--- src/scc_regs.svh ---
// Register offsets, field positions, reset values and timing figures of the calibration control bank
`ifndef SCC_REGS_SVH
`define SCC_REGS_SVH
`define SCC_ADDR_BUFF_BIAS 7'h19
`define SCC_ADDR_LOOP_BW 7'h1a
`define SCC_ADDR_CAL_CTRL 7'h1b
`define SCC_RST_BUFF_BIAS 8'h45
`define SCC_RST_LOOP_BW 8'h86
`define SCC_RST_CAL_CTRL 8'h0d
`define SCC_BIT_CAL_TRIGGER 7
`define SCC_BIT_CAL_DUAL 6
`define SCC_MASK_BUFF_BIAS 8'hc7
`define SCC_DIV_NEW0 9'h008
`define SCC_DIV_NEW1 9'h010
`define SCC_DIV_NEW2 9'h028
`define SCC_DIV_NEW3 9'h050
`define SCC_DIV_OLD0 9'h050
`define SCC_DIV_OLD1 9'h080
`define SCC_DIV_OLD2 9'h0a0
`define SCC_DIV_OLD3 9'h100
`define SCC_OLD_TIME0 90000
`define SCC_OLD_TIME1 110000
`define SCC_OLD_TIME2 130000
`define SCC_OLD_TIME3 200000
`define SCC_NEW_STEPS 1024
`endif

--- src/scc_pkg.sv ---
// Types shared by the synthesizer calibration control bank
package scc_pkg;
  typedef struct packed {
    logic trigger;
    logic dual;
    logic [1:0] wait_code;
    logic routine_new;
    logic [2:0] dac_start_value;
  } scc_cal_ctrl_t;

  typedef struct packed {
    logic [1:0] prescaler_bias;
    logic [2:0] rsvd;
    logic [2:0] lo_buffer_bias;
  } scc_buff_bias_t;

  typedef struct packed {
    logic wr;
    logic rd;
    logic [6:0] addr;
    logic [7:0] wdata;
  } scc_cfg_req_t;

  typedef enum logic [1:0] {
    SCC_IDLE = 2'b00,
    SCC_RUN = 2'b01,
    SCC_STORE = 2'b11
  } scc_state_t;
endpackage

--- src/scc_top.sv ---
// Calibration control bank: configuration registers and calibration run sequencing
//
// Summary of operation
// - A 0-to-1 change of the calibration trigger bit starts a run, and with the bit at 0 no run is active.
// - With the store-both bit set, the result of a run is written into frequency sets A and B.
// - With the store-both bit clear, the result goes only to the set chosen by the frequency-set select input.
// - The new routine divides the calibration clock by 8, 16, 40 or 80 for wait codes 0 to 3.
// - The legacy routine divides the calibration clock by 80, 128, 160 or 256 for wait codes 0 to 3.
// - A legacy run lasts about 90000, 110000, 130000 or 200000 reference periods for wait codes 0 to 3.
// - The routine select bit picks legacy at 0 and new at 1, resets to 1, and 1 is recommended.
// - The three-bit start field sets the DAC start value to the code plus one, resets to 5, and 4 is recommended.
// - An eight-bit loop bandwidth scaling value is held for charge pump calibration and resets to 134.
// - The two-bit prescaler bias selects nominal, 2/3, 1/2 or 2/5 current, resets to 1, and 0 is recommended.
// - The three-bit LO buffer bias runs from minimum at 0 to maximum at 7 and resets to 5.
`timescale 1ns/1ps
`include "scc_regs.svh"

module scc_top
#(
  parameter int OLD_TIME0 = `SCC_OLD_TIME0,
  parameter int OLD_TIME1 = `SCC_OLD_TIME1,
  parameter int OLD_TIME2 = `SCC_OLD_TIME2,
  parameter int OLD_TIME3 = `SCC_OLD_TIME3,
  parameter int NEW_STEPS = `SCC_NEW_STEPS
)
(
  // Clock and reset
  input wire logic clk_sys_i,
  input wire logic rst_i,
  // Configuration port
  input wire scc_pkg::scc_cfg_req_t cfg_req_i,
  output logic [7:0] cfg_rdata_o,
  // Reference timing and frequency-set select
  input wire logic ref_tick_i,
  input wire logic freq_set_sel_i,
  // Analog settings
  output scc_pkg::scc_buff_bias_t buff_bias_o,
  output logic [7:0] loop_bandwidth_scale_o,
  // Calibration run
  output logic cal_busy_o,
  output logic cal_tick_o,
  output logic [8:0] cal_div_o,
  output logic [3:0] dac_start_o,
  output logic store_a_o,
  output logic store_b_o
);
  import scc_pkg::*;

  if (NEW_STEPS < 1 || NEW_STEPS > 262143 || OLD_TIME0 < 1 || OLD_TIME1 < 1 || OLD_TIME2 < 1 || OLD_TIME3 < 1 ||
      OLD_TIME0 > 262143 || OLD_TIME1 > 262143 || OLD_TIME2 > 262143 || OLD_TIME3 > 262143)
  begin : g_bad_param
    $error("scc_top: run length parameters out of range");
  end

  scc_cal_ctrl_t cal_ctrl;
  scc_cal_ctrl_t next_cal_ctrl;
  scc_buff_bias_t next_buff_bias;
  logic [7:0] next_loop_bw;
  logic [7:0] next_rdata;
  scc_state_t state;
  scc_state_t next_state;
  logic [8:0] div_cnt;
  logic [8:0] next_div_cnt;
  logic [17:0] ref_cnt;
  logic [17:0] next_ref_cnt;
  logic [17:0] step_cnt;
  logic [17:0] next_step_cnt;
  logic next_busy;
  logic next_tick;
  logic [8:0] next_div;
  logic [3:0] next_dac;
  logic next_store_a;
  logic next_store_b;
  logic cal_wr;
  logic [8:0] div_sel;
  logic [17:0] old_end;
  logic run_done;

  assign cal_wr = cfg_req_i.wr && (cfg_req_i.addr == `SCC_ADDR_CAL_CTRL);

  // Divider chosen by routine and wait code
  always_comb
  begin
    div_sel = `SCC_DIV_OLD0;
    old_end = 18'(OLD_TIME0 - 1);
    if (cal_ctrl.routine_new)
    begin
      case (cal_ctrl.wait_code)
        2'h0: div_sel = `SCC_DIV_NEW0;
        2'h1: div_sel = `SCC_DIV_NEW1;
        2'h2: div_sel = `SCC_DIV_NEW2;
        default: div_sel = `SCC_DIV_NEW3;
      endcase
    end
    else
    begin
      case (cal_ctrl.wait_code)
        2'h0: div_sel = `SCC_DIV_OLD0;
        2'h1: div_sel = `SCC_DIV_OLD1;
        2'h2: div_sel = `SCC_DIV_OLD2;
        default: div_sel = `SCC_DIV_OLD3;
      endcase
    end
    case (cal_ctrl.wait_code)
      2'h0: old_end = 18'(OLD_TIME0 - 1);
      2'h1: old_end = 18'(OLD_TIME1 - 1);
      2'h2: old_end = 18'(OLD_TIME2 - 1);
      default: old_end = 18'(OLD_TIME3 - 1);
    endcase
  end

  // Register bank
  always_comb
  begin
    next_cal_ctrl = cal_ctrl;
    next_buff_bias = buff_bias_o;
    next_loop_bw = loop_bandwidth_scale_o;
    next_rdata = 8'h00;
    if (cfg_req_i.wr)
    begin
      case (cfg_req_i.addr)
        `SCC_ADDR_BUFF_BIAS: next_buff_bias = cfg_req_i.wdata & `SCC_MASK_BUFF_BIAS;
        `SCC_ADDR_LOOP_BW: next_loop_bw = cfg_req_i.wdata;
        `SCC_ADDR_CAL_CTRL: next_cal_ctrl = cfg_req_i.wdata;
        default: next_rdata = 8'h00;
      endcase
    end
    if (cfg_req_i.rd)
    begin
      case (cfg_req_i.addr)
        `SCC_ADDR_BUFF_BIAS: next_rdata = buff_bias_o;
        `SCC_ADDR_LOOP_BW: next_rdata = loop_bandwidth_scale_o;
        `SCC_ADDR_CAL_CTRL: next_rdata = cal_ctrl;
        default: next_rdata = 8'h00;
      endcase
    end
  end

  always_ff @(posedge clk_sys_i or posedge rst_i)
  begin
    if (rst_i)
    begin
      cal_ctrl <= `SCC_RST_CAL_CTRL;
      buff_bias_o <= `SCC_RST_BUFF_BIAS;
      loop_bandwidth_scale_o <= `SCC_RST_LOOP_BW;
      cfg_rdata_o <= 8'h00;
    end
    else
    begin
      cal_ctrl <= next_cal_ctrl;
      buff_bias_o <= next_buff_bias;
      loop_bandwidth_scale_o <= next_loop_bw;
      cfg_rdata_o <= next_rdata;
    end
  end

  // Legacy runs end on total reference periods, new runs on a count of calibration steps
  assign run_done = cal_ctrl.routine_new ? (cal_tick_o && step_cnt == 18'(NEW_STEPS - 1))
                                         : (ref_tick_i && ref_cnt == old_end);

  // Calibration sequencer
  always_comb
  begin
    next_state = state;
    next_div_cnt = div_cnt;
    next_ref_cnt = ref_cnt;
    next_step_cnt = step_cnt;
    next_busy = cal_busy_o;
    next_tick = 1'b0;
    next_div = cal_div_o;
    next_dac = dac_start_o;
    next_store_a = 1'b0;
    next_store_b = 1'b0;
    case (state)
      SCC_IDLE:
      begin
        if (cal_wr && cfg_req_i.wdata[`SCC_BIT_CAL_TRIGGER] && !cal_ctrl.trigger)
        begin
          next_state = SCC_RUN;
          next_busy = 1'b1;
          next_div_cnt = 9'h000;
          next_ref_cnt = 18'h00000;
          next_step_cnt = 18'h00000;
          next_dac = {1'b0, cfg_req_i.wdata[2:0]} + 4'h1;
        end
      end
      SCC_RUN:
      begin
        next_div = div_sel;
        if (ref_tick_i)
        begin
          next_ref_cnt = ref_cnt + 18'h00001;
          if (div_cnt >= div_sel - 9'h001)
          begin
            next_div_cnt = 9'h000;
            next_tick = 1'b1;
          end
          else
          begin
            next_div_cnt = div_cnt + 9'h001;
          end
        end
        if (cal_tick_o)
        begin
          next_step_cnt = step_cnt + 18'h00001;
        end
        if (cal_wr && !cfg_req_i.wdata[`SCC_BIT_CAL_TRIGGER])
        begin
          next_state = SCC_IDLE;
          next_busy = 1'b0;
        end
        else if (run_done)
        begin
          next_state = SCC_STORE;
        end
      end
      SCC_STORE:
      begin
        // One-cycle write strobe towards the frequency register sets
        next_store_a = cal_ctrl.dual || !freq_set_sel_i;
        next_store_b = cal_ctrl.dual || freq_set_sel_i;
        next_busy = 1'b0;
        next_state = SCC_IDLE;
      end
      default:
      begin
        next_state = SCC_IDLE;
        next_busy = 1'b0;
      end
    endcase
  end

  always_ff @(posedge clk_sys_i or posedge rst_i)
  begin
    if (rst_i)
    begin
      state <= SCC_IDLE;
      div_cnt <= 9'h000;
      ref_cnt <= 18'h00000;
      step_cnt <= 18'h00000;
      cal_busy_o <= 1'b0;
      cal_tick_o <= 1'b0;
      cal_div_o <= `SCC_DIV_NEW0;
      dac_start_o <= 4'h6;
      store_a_o <= 1'b0;
      store_b_o <= 1'b0;
    end
    else
    begin
      state <= next_state;
      div_cnt <= next_div_cnt;
      ref_cnt <= next_ref_cnt;
      step_cnt <= next_step_cnt;
      cal_busy_o <= next_busy;
      cal_tick_o <= next_tick;
      cal_div_o <= next_div;
      dac_start_o <= next_dac;
      store_a_o <= next_store_a;
      store_b_o <= next_store_b;
    end
  end

  // Helper: reference periods since the last step or the run start, held at zero while idle
  logic [8:0] gap_cnt;
  always_ff @(posedge clk_sys_i or posedge rst_i)
  begin
    if (rst_i)
      gap_cnt <= 9'h000;
    else if (cal_tick_o || !cal_busy_o)
      gap_cnt <= {8'h00, ref_tick_i && cal_busy_o};
    else if (ref_tick_i)
      gap_cnt <= gap_cnt + 9'h001;
  end
endmodule

--- config.mk ---
export PLATFORM = sky130hd
export DESIGN_NAME = scc_top
export DESIGN_NICKNAME = d
export VERILOG_FILES = /design/src/scc_pkg.sv /design/src/scc_top.sv
export VERILOG_INCLUDE_DIRS = /design/src /design/src/src
export SDC_FILE = /design/constraint.sdc
export NUM_CORES = 1
export LEC_CHECK = 0
export ABC_CLOCK_PERIOD_IN_PS = 3100
export BUFFER_PORTS_ARGS = -buffer_cell sky130_fd_sc_hd__buf_2
export CAP_MARGIN = 10
export CORE_MARGIN = 2
export CORE_UTILIZATION = 52
export DETAILED_ROUTE_END_ITERATION = 8
export PLACE_DENSITY = 0.79
export SLEW_MARGIN = 10
export SYNTH_ARGS = -nofsm -noshare
export SYNTH_HDL_FRONTEND = slang
export SYNTH_SLANG_ARGS = --single-unit
--- constraint.sdc ---
create_clock -name clk_sys_i -period 3.1 [get_ports clk_sys_i]
set_input_delay 0.62 -clock clk_sys_i [delete_from_list [all_inputs] [get_ports clk_sys_i]]
set_output_delay 0.62 -clock clk_sys_i [all_outputs]
set_load 0.1 [all_outputs]
==> results.json <==
{
  "fin_util_pct": 59.5,
  "fp-row-count": 34,
  "p_leak_uw": 0.00237,
  "synth_edf_count": 0,
  "drv_cap": 0,
  "vias_per_cell": 5.57,
  "die_y_um": 98.0,
  "clkTransAtPathRegs_ps": 100,
  "tns_ps": 0,
  "worstMarginPinSlew_ps": 758,
  "netlist_instances": 450,
  "relSlewSlack_pct": 49.4,
  "fin_area_um2": 5130,
  "drt-total-wl_um": 9160,
  "gp_congestion": 0.861,
  "reg2reg_from": "cal_ctrl[4]",
  "final_cell_mix": "dfrtp_1, nor2_1, buf_2, nand2_1, nand3_1",
  "clock_skew_ps": 16.0,
  "register_area_um2": 2270,
  "cts_max_level": 3,
  "cts_num_sinks": 90,
  "finalHoldViolCount": 0,
  "final_common_cell": "dfrtp_1",
  "die_x_um": 98.0,
  "min_period_ps": 2840,
  "die-area_um2": 9600,
  "crit_fanout": 6,
  "crit_type": "flip-flop to flip-flop",
  "area_delta_synth_final_pct": 11.8,
  "grtUsageTotal_pct": 20.4,
  "root_buffer": "clkbuf_8",
  "yosys_most_used_dff": "dfrtp_1",
  "gr-usage-met3_pct": 3.29,
  "synth.distinct_cells": 54,
  "grt_use_met1_pct": 27.3,
  "startpoint_type": "flip-flop",
  "grt.busiest_layer": "met2",
  "worst_r2r_endpoint": "div_cnt[3]",
  "yosysSeqAreaShare_pct": 49.3,
  "clk_path_buf_depth": 2,
  "r2r_cells": 10,
  "r2r_slack_ps": 260,
  "antenna_found_initial": 0,
  "diodes": 0,
  "numCtsBuffers": 9,
  "num-fill-cells": 721,
  "cp_data_required_time_ps": 3390,
  "ant_nets": 0,
  "insertion_delay_ps": 360,
  "start_util_pct": 53.2,
  "setup_viol": 0,
  "period_share_pct": 91.5,
  "avgSynthCellArea_um2": 10.2,
  "port_buffers": 55,
  "yosys_warnings": 0,
  "cts_tree": "built",
  "end_kind": "flip-flop",
  "multi_input_area_um2": 2200,
  "fin_nets": 541,
  "wire_per_inst_um": 14.8,
  "drv_slew": 0,
  "boundaryPins": 62,
  "ir_drop_v": 0.000408,
  "grt_pass1_vias": 3471,
  "via_count": 3447,
  "fp.coreArea_um2": 8640,
  "syn_area_um2": 4590,
  "met2_usage_pct": 34.7,
  "grt-ovfl-total": 0,
  "dpl_cell_area_um2": 4950,
  "finalHoldWorstSlack_ps": 362,
  "grt_max_degree": 47,
  "ys_ff_latch": 90,
  "rsz0062_at_grt": "false",
  "critPathLaunch": "cal_ctrl[4]",
  "max_freq_mhz": 353,
  "status": "finished, final reports clean",
  "power_density_nw_per_um2": 606,
  "drcViolationCount": 0,
  "dp_hpwl_um": 6690,
  "synthArstFlopShare_pct": 100,
  "drive_gt1_share_pct": 24.5,
  "min_path_type": "primary input to async pin",
  "drt_iter0_drc": 163,
  "grt_pass1_wl_um": 16200,
  "drt-pass1-iter-count": 5,
  "critPathArrivalTime_ps": 3130
}
-- final cells by class --
type,instances,area share [%]
clock buffers,10,2.49
clock inverters,6,0.975
inverters,10,0.755
multi-input cells,336,42.8
flip-flops and latches,90,44.2
well taps,108,2.63
repair buffers,59,6.19
-- flip-flops by register name, summed over array words and instances, names as in the netlist --
signal and cells:
buff_bias_o 5, cal_busy_o 1, cal_ctrl 8, cal_div_o 6, cal_tick_o 1, cfg_rdata_o 8, dac_start_o 4, div_cnt 9
loop_bandwidth_scale_o 8, ref_cnt 18, state 2, step_cnt 18, store_a_o 1, store_b_o 1
-- worst max-delay path, cell delays in order (launching register included) --
cell and delay (ps):
dfrtp_2 420, inv_1 100, ha_1 260, or2_2 340
o32a_1 340, ha_1 290, a21oi_1 120, o21ai_1 120
a211oi_2 240, or4b_1 460, nand3_1 90
-- worst max-delay path by stage --
| stage | end | slack [ps] |
|---|---|---|
| after floorplan | buff_bias_o[1] | 160 |
| after detailed placement | div_cnt[3] | 200 |
| after global placement | div_cnt[3] | 280 |
| after CTS | div_cnt[3] | 150 |
| after global routing | div_cnt[3] | 40 |
| final | div_cnt[3] | 260 |
-- report_power, final --
group / switching (uW) / internal [uW] / total, uW
Combinational: 629 / 252 / 881
Clock: 425 / 300 / 725
Sequential: 172 / 1330 / 1500
-- logic make-up (layout without fill, tap and decap cells) --
kind of cell / after synthesis / after routing / share of synthesized area (%)
and+or+nand+nor: 199 / 199 / 22.2
DFF: 90 / 90 / 49.3
AOI/OAI and AO/OA: 53 / 53 / 7.49
xor gates and xnor gates: 32 / 32 / 6.10
muxes: 32 / 32 / 7.71
buffers and inverters: 29 / 85 / 3.27
adders and majority gates: 14 / 14 / 3.81
other: 1 / 6 / 0.0816
-- stage by stage --
step / std cells / setup slack (ps) / total power [uW]
after floorplan: 455 / 165 / 2210
after global placement: 603 / 277 / 2370
after detailed placement: 603 / 197 / 2410
after CTS: 619 / 152 / 3140
after global routing: 619 / 40.2 / 3300
final: 619 / 263 / 3110
-- per-layer routing --
layer  routed length [um]  share of wire, %
met5                    0                 0
met4                   80              0.87
met3                  409               4.5
met2                 4670                51
met1                 3990                44
-- what timing repair did --
action	4_1_cts	5_1_grt
buffers inserted	0	0
gates resized for setup	0	5
setup endpoints to repair	0	7
hold buffers	0	0
-- Yosys cell counts, drive strengths merged (8+ instances only) --
master  count  area (um2)
nand3      29         145
and3        8        50.1
a21oi      11        55.1
inv        10        37.5
dfstp      12         315
buf        15        97.6
mux2       27         304
dfrtp      78        1950
ha         14         175
xor2       19         166
xnor2      13         114
nor2       59         221
o21ai      18        90.1
nand2      47         176
nand4      13        81.3
No activity file was read; power rests on OpenSTA's default activity.
